## src/rtl/fasc_map.svh

```systemverilog
// fasc_map.svh: offsets, field positions, reset values and timing counts
// of the fire alarm state controller. Definitions only.
// Assumes a 10 MHz system clock and a 32-bit classic Wishbone register bus.
`ifndef FASC_MAP_SVH
`define FASC_MAP_SVH

// clock and timebase
`define FASC_CLK_HZ        10000000
`define FASC_TICK_MS       100
`define FASC_TICK_CYC      ((`FASC_TICK_MS * `FASC_CLK_HZ) / 1000)
// least times round up to whole ticks
`define FASC_TICKS(ms)     (((ms) + `FASC_TICK_MS - 1) / `FASC_TICK_MS)

// documented delays, in milliseconds
`define FASC_GATE_MS       8000
`define FASC_WIN_MS        45000
`define FASC_SUP_MS        3000
`define FASC_OPEN_ACT_MS   3500
`define FASC_OPEN_RES_MS   600
`define FASC_INHIB_MS      3600000

// same delays in ticks
`define FASC_GATE_T        `FASC_TICKS(`FASC_GATE_MS)
`define FASC_WIN_T         `FASC_TICKS(`FASC_WIN_MS)
`define FASC_SUP_T         `FASC_TICKS(`FASC_SUP_MS)
`define FASC_OPEN_ACT_T    `FASC_TICKS(`FASC_OPEN_ACT_MS)
`define FASC_OPEN_RES_T    `FASC_TICKS(`FASC_OPEN_RES_MS)
`define FASC_INHIB_T       `FASC_TICKS(`FASC_INHIB_MS)

// dual-hit threshold and circuit count
`define FASC_DUAL_MIN      2
`define FASC_NCIRC         4

// register byte offsets
`define FASC_CTRL_OFF      8'h00
`define FASC_CTYPE_OFF     8'h04
`define FASC_COPT_OFF      8'h08
`define FASC_DUAL_OFF      8'h0c
`define FASC_STAT_OFF      8'h10
`define FASC_DLAT_OFF      8'h14

// field positions
`define FASC_CTRL_BRIG     0
`define FASC_COPT_GATED    0
`define FASC_COPT_CALLPT   4
`define FASC_COPT_ACTEOL   8
`define FASC_COPT_SUPV     12

// reset values
`define FASC_CTRL_RST      1'b1
`define FASC_CTYPE_RST     8'h00
`define FASC_COPT_RST      16'h0000
`define FASC_DUAL_RST      4'h0

`endif

```

## src/rtl/fasc_pkg.sv

```systemverilog
// fasc_pkg: types of the fire alarm state controller.
// Assumes fasc_map.svh supplies the numeric constants.
`include "fasc_map.svh"

package fasc_pkg;

	// circuit types held two bits per circuit
	typedef enum logic [1:0] {
		FASC_THERMAL  = 2'b00,
		FASC_SMOKE    = 2'b01,
		FASC_COMBINED = 2'b10,
		FASC_SPARE    = 2'b11
	} fasc_ctype_type;

	// per-circuit detection states
	typedef enum logic [1:0] {
		FASC_IDLE  = 2'b00,
		FASC_GATE  = 2'b01,
		FASC_WIN   = 2'b10,
		FASC_ALARM = 2'b11
	} fasc_cst_type;

	// one detector circuit as sensed by its responder
	typedef struct packed {
		logic pulse;    // end-of-line current pulse
		logic closure;  // smoke detector closed
		logic short_c;  // low resistance / short
		logic open_c;   // open circuit
	} fasc_circ_type;

	// panel switches, straps and system sources
	typedef struct packed {
		logic charger_inhibit;
		logic panel_reset;
		logic local_link;
		logic brigade_test;
		logic selftest_sw;
		logic silence;
		logic brigade_isolate;
		logic door_closed;
		logic testfire_active;
		logic remote_defect;
		logic testfire_fail;
		logic selftest_fail;
		logic watchdog_fail;
		logic batt_low;
		logic ext_defect;
		logic supply_low;
	} fasc_misc_type;

	// relay, lamp and indication outputs
	typedef struct packed {
		logic       evac_relay;
		logic       fire_relay;
		logic       defect_relay;
		logic       buzzer;
		logic       index_lamp;
		logic       self_test;
		logic       fire;
		logic       defect;
		logic [3:0] zone_alarm;
		logic [3:0] det_reset;
	} fasc_out_type;

	// whole state of the controller
	typedef struct packed {
		logic [31:0]          s1;
		logic [31:0]          s2;
		logic [31:0]          s3;
		logic [31:0]          f;
		logic [3:0]           pulse_d;
		logic [19:0]          tick_cnt;
		logic                 tick;
		logic                 blink;
		fasc_cst_type [3:0]   st;
		logic [3:0][8:0]      tmr;
		logic [3:0][5:0]      open_cnt;
		logic [3:0][4:0]      sup_cnt;
		logic [3:0]           alarm;
		logic [3:0]           cdef;
		logic                 fire;
		logic                 defect;
		logic                 self_test;
		logic                 inhib_run;
		logic [15:0]          inhib;
		logic [9:0]           dlat;
		logic                 brig;
		logic [7:0]           ctype;
		logic [15:0]          copt;
		logic [3:0]           dual;
		logic                 ack;
		logic [31:0]          dat;
		fasc_out_type         out;
	} fasc_state_type;

endpackage : fasc_pkg

```

## src/rtl/fasc_top.sv

```systemverilog
// fasc_top: alarm and defect state logic of a fire alarm control panel.
// Assumes one 10 MHz clock, a synchronous active-high reset, responder
// circuit states and panel switches arriving as asynchronous pins, and a
// classic Wishbone master for configuration and status.
//
// The placing of the registers and the Wishbone interface to the registers were decided locally.
`include "fasc_map.svh"
`timescale 1ns/10ps
`default_nettype none

// timing notes for users of this block:
// every pin level is seen three to four clocks late, after the synchroniser,
// and every delay is counted in whole ticks, so a timed window may end up
// to one tick early; the tick period is the only timing parameter, and all
// delays scale with it, which keeps short ticks usable in simulation.
// the alarm, fire and defect latches favour the cause over the clear: a panel reset that meets a
// cause still present leaves the latch set, so a press never hides a fire.

module fasc_top #(
	parameter int TICK_CYCLES = `FASC_TICK_CYC
) (
	input  wire logic                         clk_i,
	input  wire logic                         rst_i,
	input  wire fasc_pkg::fasc_circ_type [3:0] circ_i,
	input  wire fasc_pkg::fasc_misc_type      misc_i,
	input  wire logic                         wb_cyc_i,
	input  wire logic                         wb_stb_i,
	input  wire logic                         wb_we_i,
	input  wire logic [7:0]                   wb_adr_i,
	input  wire logic [3:0]                   wb_sel_i,
	input  wire logic [31:0]                  wb_dat_i,
	output logic [31:0]                       wb_dat_o,
	output logic                              wb_ack_o,
	output fasc_pkg::fasc_out_type            out_o
);
	import fasc_pkg::*;

	// registered state and its next value
	fasc_state_type          r;
	fasc_state_type          n;

	// filtered pin levels, split back into circuits and panel sources
	fasc_circ_type [3:0]     c;
	fasc_misc_type           m;

	// per-circuit decode, reused by every pass of the circuit loop
	fasc_ctype_type          typ;
	logic                    pr;
	logic                    brig;
	logic                    gated;
	logic                    act_eol;
	logic                    supv;
	logic                    callpt;
	logic                    open_al;
	logic                    sup_def;
	logic                    a_now;
	logic                    d_now;
	logic [5:0]              open_lim;

	// panel-wide results
	logic [3:0]              zone;
	logic [9:0]              present;
	logic                    dual_hit;
	logic                    qual;
	logic                    block;
	logic                    req;

	// next-state logic of the whole controller
	// everything starts from the held state, so a field that no branch
	// touches simply keeps its value; helpers get a value first of all
	always_comb begin
		n        = r;
		zone     = 4'h0;
		c        = r.f[15:0];
		m        = r.f[31:16];
		typ      = FASC_THERMAL;
		gated    = 1'b0;
		act_eol  = 1'b0;
		supv     = 1'b0;
		callpt   = 1'b0;
		open_al  = 1'b0;
		sup_def  = 1'b0;
		a_now    = 1'b0;
		d_now    = 1'b0;
		open_lim = 6'h00;
		pr       = m.panel_reset;
		brig     = r.brig & ~m.local_link;

		// three-stage synchroniser, a level counts once stages two and three agree
		n.s1 = {misc_i, circ_i};
		n.s2 = r.s1;
		n.s3 = r.s2;
		n.f  = ((r.s2 ~^ r.s3) & r.s3) | ((r.s2 ^ r.s3) & r.f);
		n.pulse_d = {c[3].pulse, c[2].pulse, c[1].pulse, c[0].pulse};

		// common timebase tick and slow blink for the pulsed defect relay
		if (r.tick_cnt == 20'(TICK_CYCLES - 1)) begin
			n.tick_cnt = 20'h00000;
			n.tick     = 1'b1;
		end else begin
			n.tick_cnt = r.tick_cnt + 20'h00001;
			n.tick     = 1'b0;
		end
		if (r.tick)
			n.blink = ~r.blink;

		// per-circuit evaluation
		// each pass decodes the circuit type and options first, then runs the
		// open and pulse counters, then the cause decode and the smoke sequence;
		// thermal circuits bypass the sequence so gating can never reach them
		for (int i = 0; i < `FASC_NCIRC; i++) begin
			typ     = fasc_ctype_type'(r.ctype[2*i +: 2]);
			gated   = r.copt[`FASC_COPT_GATED + i] & (typ != FASC_THERMAL);
			callpt  = r.copt[`FASC_COPT_CALLPT + i];
			act_eol = r.copt[`FASC_COPT_ACTEOL + i];
			supv    = r.copt[`FASC_COPT_SUPV + i];
			n.out.det_reset[i] = 1'b0;

			// open-circuit persistence counter
			open_lim = act_eol ? 6'(`FASC_OPEN_ACT_T) : 6'(`FASC_OPEN_RES_T);
			if (!c[i].open_c)
				n.open_cnt[i] = 6'h00;
			else if (r.tick && r.open_cnt[i] < open_lim)
				n.open_cnt[i] = r.open_cnt[i] + 6'h01;
			open_al = c[i].open_c && r.open_cnt[i] >= open_lim;

			// end-of-line pulse supervision, any edge restarts the count
			if (c[i].pulse != r.pulse_d[i])
				n.sup_cnt[i] = 5'h00;
			else if (r.tick && r.sup_cnt[i] < 5'(`FASC_SUP_T))
				n.sup_cnt[i] = r.sup_cnt[i] + 5'h01;
			sup_def = supv && (typ != FASC_THERMAL) &&
				r.sup_cnt[i] >= 5'(`FASC_SUP_T);

			case (typ)
				FASC_THERMAL: begin
					a_now = c[i].open_c;
					d_now = c[i].short_c & ~c[i].open_c;
				end
				FASC_SMOKE: begin
					a_now = 1'b0;
					d_now = c[i].short_c | sup_def;
				end
				FASC_COMBINED: begin
					a_now = open_al | (c[i].short_c & callpt);
					d_now = ~a_now & ((c[i].short_c & ~callpt) | sup_def);
				end
				default: begin
					a_now = 1'b0;
					d_now = 1'b0;
				end
			endcase

			// smoke detection sequence, not used by thermal circuits
			case (r.st[i])
				FASC_IDLE: begin
					if (typ != FASC_THERMAL && typ != FASC_SPARE && c[i].closure) begin
						if (gated) begin
							n.st[i]  = FASC_GATE;
							n.tmr[i] = 9'(`FASC_GATE_T);
						end else begin
							n.st[i]  = FASC_ALARM;
						end
					end
				end
				FASC_GATE: begin
					n.out.det_reset[i] = 1'b1;
					if (r.tick) begin
						if (r.tmr[i] <= 9'h001) begin
							n.st[i]  = FASC_WIN;
							n.tmr[i] = 9'(`FASC_WIN_T);
						end else begin
							n.tmr[i] = r.tmr[i] - 9'h001;
						end
					end
				end
				FASC_WIN: begin
					if (c[i].closure)
						n.st[i] = FASC_ALARM;
					else if (r.tick) begin
						if (r.tmr[i] <= 9'h001)
							n.st[i] = FASC_IDLE;
						else
							n.tmr[i] = r.tmr[i] - 9'h001;
					end
				end
				FASC_ALARM: begin
					if (pr && !c[i].closure)
						n.st[i] = FASC_IDLE;
				end
				default: n.st[i] = FASC_IDLE;
			endcase
			if (typ == FASC_THERMAL)
				n.st[i] = FASC_IDLE;

			// circuit alarm latch, a present cause wins over panel reset
			n.alarm[i] = a_now | (r.st[i] == FASC_ALARM) | (r.alarm[i] & ~pr);
			n.cdef[i]  = d_now;
		end


		// zone combination with one dual-hit group
		// a member alone never alarms its zone; once two members alarm, every
		// member zone in alarm reports together
		dual_hit = $countones(r.alarm & r.dual) >= `FASC_DUAL_MIN;
		for (int i = 0; i < `FASC_NCIRC; i++)
			zone[i] = r.alarm[i] & (~r.dual[i] | dual_hit);
		n.out.zone_alarm = zone;


		// fire state latch, panel reset clears it only when zones restored
		// the fire relay is normally energised and drops on fire while the brigade is connected, so a dead
		// panel also signals the brigade
		n.fire = (|zone) | (r.fire & ~pr);
		n.out.fire       = r.fire;
		n.out.evac_relay = r.fire;
		n.out.fire_relay = ~(r.fire & brig);
		n.out.index_lamp = r.fire;


		// defect sources: non-latching state, latched per-source indicators
		// the live state follows the sources, the indicators keep a history
		// until a panel reset, and a source still present sets them again
		present = {m.remote_defect, m.testfire_fail, m.watchdog_fail | m.selftest_fail,
			m.batt_low, m.ext_defect, m.supply_low, r.cdef};
		n.defect = |present;
		n.dlat   = present | (r.dlat & ~{10{pr}});
		n.out.defect       = r.defect;
		n.out.defect_relay = brig ? r.defect : (r.defect & r.blink);
		n.out.buzzer       = (~brig & r.defect) |
			(m.door_closed & (m.silence | (m.brigade_isolate & ~m.local_link)));


		// one-hour charger-inhibit low-battery period
		// started by low battery while the charger is held off, cut by reset
		if (pr)
			n.inhib_run = 1'b0;
		else if (r.inhib_run) begin
			if (r.tick) begin
				if (r.inhib <= 16'h0001)
					n.inhib_run = 1'b0;
				else
					n.inhib = r.inhib - 16'h0001;
			end
		end else if (m.charger_inhibit && m.batt_low) begin
			n.inhib_run = 1'b1;
			n.inhib     = 16'(`FASC_INHIB_T);
		end


		// self-test qualification and blocking
		// with the local link fitted the isolate switch is dead, so only the
		// link or brigade test can qualify; entry follows as blocks clear
		qual  = m.selftest_sw &
			((m.brigade_isolate & ~m.local_link) | m.brigade_test | m.local_link);
		block = pr | r.fire | (|r.alarm) | (|r.cdef) | (|r.dlat[3:0]) |
			m.testfire_active | r.inhib_run;
		n.self_test     = (qual & ~block) | (r.self_test & ~pr);
		n.out.self_test = r.self_test;


		// classic Wishbone slave, one wait state then a one-cycle ack
		// the held ack masks the request, so a master that keeps stb high
		// through the ack cycle is not taken twice; unmapped offsets ack
		// with zero data and ignore writes
		req   = wb_cyc_i & wb_stb_i & ~r.ack;
		n.ack = req;
		if (req && wb_we_i) begin
			case (wb_adr_i)
				`FASC_CTRL_OFF:
					if (wb_sel_i[0])
						n.brig = wb_dat_i[`FASC_CTRL_BRIG];
				`FASC_CTYPE_OFF:
					if (wb_sel_i[0])
						n.ctype = wb_dat_i[7:0];
				`FASC_COPT_OFF: begin
					if (wb_sel_i[0])
						n.copt[7:0] = wb_dat_i[7:0];
					if (wb_sel_i[1])
						n.copt[15:8] = wb_dat_i[15:8];
				end
				`FASC_DUAL_OFF:
					if (wb_sel_i[0])
						n.dual = wb_dat_i[3:0];
				default: ;
			endcase
		end
		if (req && !wb_we_i) begin
			case (wb_adr_i)
				`FASC_CTRL_OFF:  n.dat = {31'h00000000, r.brig};
				`FASC_CTYPE_OFF: n.dat = {24'h000000, r.ctype};
				`FASC_COPT_OFF:  n.dat = {16'h0000, r.copt};
				`FASC_DUAL_OFF:  n.dat = {28'h0000000, r.dual};
				`FASC_STAT_OFF:  n.dat = {16'h0000, r.out.zone_alarm, r.inhib_run,
					r.self_test, r.defect, r.fire, r.cdef, r.alarm};
				`FASC_DLAT_OFF:  n.dat = {22'h000000, r.dlat};
				default:         n.dat = 32'h00000000;
			endcase
		end
	end


	// state register, reset clears every latch
	// configuration returns to brigade connected, all thermal, no options
	// and no dual-hit members; the fire relay comes up energised
	always_ff @(posedge clk_i) begin
		if (rst_i) begin
			r                <= '0;
			r.brig           <= `FASC_CTRL_RST;
			r.ctype          <= `FASC_CTYPE_RST;
			r.copt           <= `FASC_COPT_RST;
			r.dual           <= `FASC_DUAL_RST;
			r.out.fire_relay <= 1'b1;  // normally energised
		end else begin
			r <= n;
		end
	end


	// outputs straight from the state register
	// no output is decoded from inputs, so none can glitch between clocks
	assign wb_dat_o = r.dat;
	assign wb_ack_o = r.ack;
	assign out_o    = r.out;

endmodule : fasc_top

`default_nettype wire

```

## config.mk

```make
export PLATFORM = sky130hd
export DESIGN_NAME = fasc_top
export DESIGN_NICKNAME = d
export VERILOG_FILES = /design/src/rtl/fasc_pkg.sv /design/src/rtl/fasc_top.sv
export VERILOG_INCLUDE_DIRS = /design/src /design/src/rtl
export SDC_FILE = /design/constraint.sdc
export NUM_CORES = 1
export LEC_CHECK = 0
export BUFFER_PORTS_ARGS = -buffer_cell sky130_fd_sc_hd__buf_2
export CORE_ASPECT_RATIO = 0.6
export CORE_MARGIN = 5
export CORE_UTILIZATION = 61
export DETAILED_ROUTE_END_ITERATION = 6
export MAX_ROUTING_LAYER = met4
export PLACE_DENSITY = 0.81
export SLEW_MARGIN = 20
export SYNTH_ARGS = -nofsm -noshare
export SYNTH_HDL_FRONTEND = slang
export SYNTH_SLANG_ARGS = --single-unit
```

## constraint.sdc

```tcl
create_clock -name clk_i -period 3.4 [get_ports clk_i]
set_input_delay 0.51 -clock clk_i [delete_from_list [all_inputs] [get_ports clk_i]]
set_output_delay 0.51 -clock clk_i [all_outputs]
set_load 0.05 [all_outputs]
```

==> results by group <==
Routing
  • DRC violations left: 0
  • Via count: 12,600
  • Antenna viol nets, final: 0
  • Routed length per instance: 17.0 um
  • Vias/cell: 5.81
  • Total Wirelength: 37.0 mm
  • Detailed Route Iter0 Violations: 1,095
  • Drt first pass iters: 5

Floorplanning
  • Initial Utilization: 62.3%
  • FP Rows: 45
  • Vert. Die Dim: 135 um
  • Die area: 29,300 um2
  • Core area: 25,400 um2
  • Ports: 130
  • Die width: 218 um

Timing
  • F_max: 386 MHz
  • Worst slew pin tran: 0.993 ns
  • Slew headroom: 33.7%
  • Final worst slack: 0.807 ns
  • Fin. max-slew vios: 0
  • Hold Vio Cnt, Final: 0
  • Skew final: 0.0115 ns
  • Period minus WS final: 2.59 ns
  • Unrepaired setup endpoints after global routing: false
  • Setup total negative slack: 0 ns
  • Final Cycle Share: 76.3%
  • # setup viols final: 0

Critical path
  • CP Data Arrival Time: 3.05 ns
  • Flop-to-flop setup slack: 0.81 ns
  • Setup crit end: n[9]
  • Worst r2r dst: n[9]
  • Req. time, crit path: 3.86 ns
  • Setup CP Type: flip-flop to flip-flop
  • Worst R2R Path Depth: 7
  • Reg2Reg Launch Point: r[112]
  • Startpoint class of the critical path: flip-flop
  • Beginning of the critical path: r[112]
  • Worst setup EP type: flip-flop
  • CP Max Fanout: 6

Global routing
  • Largest net degree at the start of global routing: 107
  • Vias in the first global route: 11,800
  • Total track usage: 25.0%
  • Total gr overflow: 0
  • First-pass GRT wire length: 59.5 mm
  • Initial antenna violation count: 4

Clock tree
  • Latest clock arrival within the worst-skew pair: 0.57 ns
  • Max Buffers Root-to-Sink: 3
  • H-tree levels: 1
  • Post-CTS Resized: 0
  • Clock transition at the registers of the reported paths: 0.07 ns
  • Root Driver: clkbuf_16
  • Post-CTS setup buffers: 0
  • CTS Hold Bufs: 0
  • Total CTS buffers: 30
  • # clock sinks: 340
  • CTS tree: built

Logic synthesis
  • Synth warn: 0
  • Area share of the largest cell type after synthesis: 43.0%
  • Commonest cells post-synth: dfxtp_1 (340), nor2_1 (205), a21oi_1 (127), nor2b_1 (122), ha_1 (104)
  • Synth top area cells: dfxtp_1 (43%), ha_1 (8.2%), nor2_1 (4.9%)
  • Sequential-to-total area share from yosys stat: 43.0%
  • #FFs+latches synth: 340
  • Syn Inst Count: 1,757
  • Top-count cell post-synth: dfxtp_1
  • Synth area leader: dfxtp_1
  • Post-synth ARST share: 0%
  • Synth cell types: 88
  • Syn_area_per_cell: 9.00 um2
  • Post-synth EDFFs: 0
  • Top FF cell, synth: dfxtp_1
  • Cell Area, Synth: 15,800 um2

Placed design
  • DP Wirelength: 26.4 mm
  • PortBufs: 95
  • Routability congestion estimate from global placement: 0.959
  • Placement Cell Area: 16,300 um2
  • Pre-CTS WS: 0.784 ns

Worst hold path
  • Hold depth: 2
  • Worst Hold Class: input pin to flip-flop

Flow run
  • Max Cap Viol: 0

Power
  • Sequential fraction of design power: 51.4%
  • Net Switching: 0.00172 W
  • Max VDD drop: 0.372 mV
  • Power per Cell Area: 455 nW/um2
  • Switching Share: 21.8%
  • Internal cell power: 0.00617 W
  • Lkg Pwr: 6.72 nW
  • Combinational group share of total power: 3.2%
  • Fraction of power consumed by the clock network: 45.3%

Finish
  • NumNets Final: 1,987
  • Ratio of cells with drive above 1 in the final layout: 10.5%
  • Layout area overhead: 9.64%
  • Design Area, Final: 17,300 um2
  • Fin util: 68.3%

Outcome
  • Status: completed
## cells in the final DEF (no fill, tap or decap), types with 8 or more instances in the layout
master / n
nand4b_1: 10
mux2i_1: 33
nor2_1: 205
ha_1: 104
a22oi_1: 14
o22ai_1: 12
and3_1: 8
inv_1: 69
dfxtp_1: 340
a2bb2oi_1: 12
nor3b_1: 8
buf_2: 94
nand3b_1: 9
xnor2_1: 31
o21ai_0: 57
nor2b_1: 122
a311oi_1: 8
nand3_1: 55
xor2_1: 27
a31oi_1: 18
nor3_1: 40
clkbuf_16: 30
conb_1: 16
nand4_1: 18
or3_1: 16
o21a_1: 8
a21oi_1: 127
nand2b_1: 32
nand2_1: 91
buf_4: 14
nor4_1: 12
a21o_1: 10
## layer usage
| metal | GRT usage, % | vias to the layer above | wire length, um |
|---|---|---|---|
| li1 | - | 6205 | - |
| met1 | 34.3 | 5893 | 17000 |
| met2 | 37.6 | 478 | 16000 |
| met3 | 5.85 | 73 | 3100 |
| met4 | 6.38 | 0 | 928 |
| met5 | - | - | 0 |
## sequential cells by signal, summed over array words and instances, names as in the netlist
| register | cells |
|---|---|
| m | 16 |
| c | 16 |
| wb_ack_o | 1 |
| r | 204 |
| act_eol | 1 |
| out_o | 14 |
| wb_dat_o | 16 |
| n | 67 |
| callpt | 1 |
| present | 4 |
## kinds of logic after synthesis
group,count (synthesis),share of synthesized area [%]
AND/OR/NAND/NOR,677,22.7
AO/OA/AOI/OAI,357,14.7
flip-flops,340,43.0
buffers and inverters,183,5.63
adder cells (fa/ha/maj),105,8.36
XOR/XNOR,58,3.21
multiplexers,36,2.30
other,1,0.0237
## power by group through the flow
stage               clock [W]  sequential (W)  combinational [W]
CTS                   0.00361         0.00406           0.000253
detailed placement          0         0.00415           0.000250
floorplan                   0         0.00414           0.000185
finish                0.00358         0.00406           0.000253
global route          0.00380         0.00406           0.000276
global placement            0         0.00415           0.000244
## metrics by stage
stage / hold WS [ns] / power, W / cells
after floorplan: 0.414 / 0.00433 / 1772
after global placement: 0.419 / 0.00439 / 2121
after detailed placement: 0.427 / 0.00440 / 2121
after CTS: 0.121 / 0.00793 / 2174
after global routing: 0.130 / 0.00813 / 2177
final: 0.138 / 0.00789 / 2177
## critical path, cell delays in order (launching register included)
cell       delay, ns
dfxtp_1         0.48
nand2_1         0.14
fa_1            0.57
inv_1           0.04
a31oi_1         0.40
a21boi_0        0.30
a2111oi_0       0.44
o21bai_1        0.10
## layout make-up
cell class	instances	area [um2]
Sequential cell	340	6810
Fill cell	1962	8060
Clock inverter	14	194
Multi-Input combinational cell	1249	8170
Tap cell	352	440
Antenna cell	3	7.51
Inverter	70	263
Clock buffer	39	845
Timing Repair Buffer	110	609
## worst min path at each step
stage                from  endpoint  slack, ns
6_report        circ_i[4]    n[298]       0.14
3_3_place_gp       n[320]    n[288]       0.42
4_1_cts         misc_i[0]    n[310]       0.12
5_1_grt        misc_i[14]    n[324]       0.13
2_1_floorplan      n[294]    n[262]       0.41
3_5_place_dp       n[300]    n[268]       0.43
No activity file was read; power rests on OpenSTA's default activity.
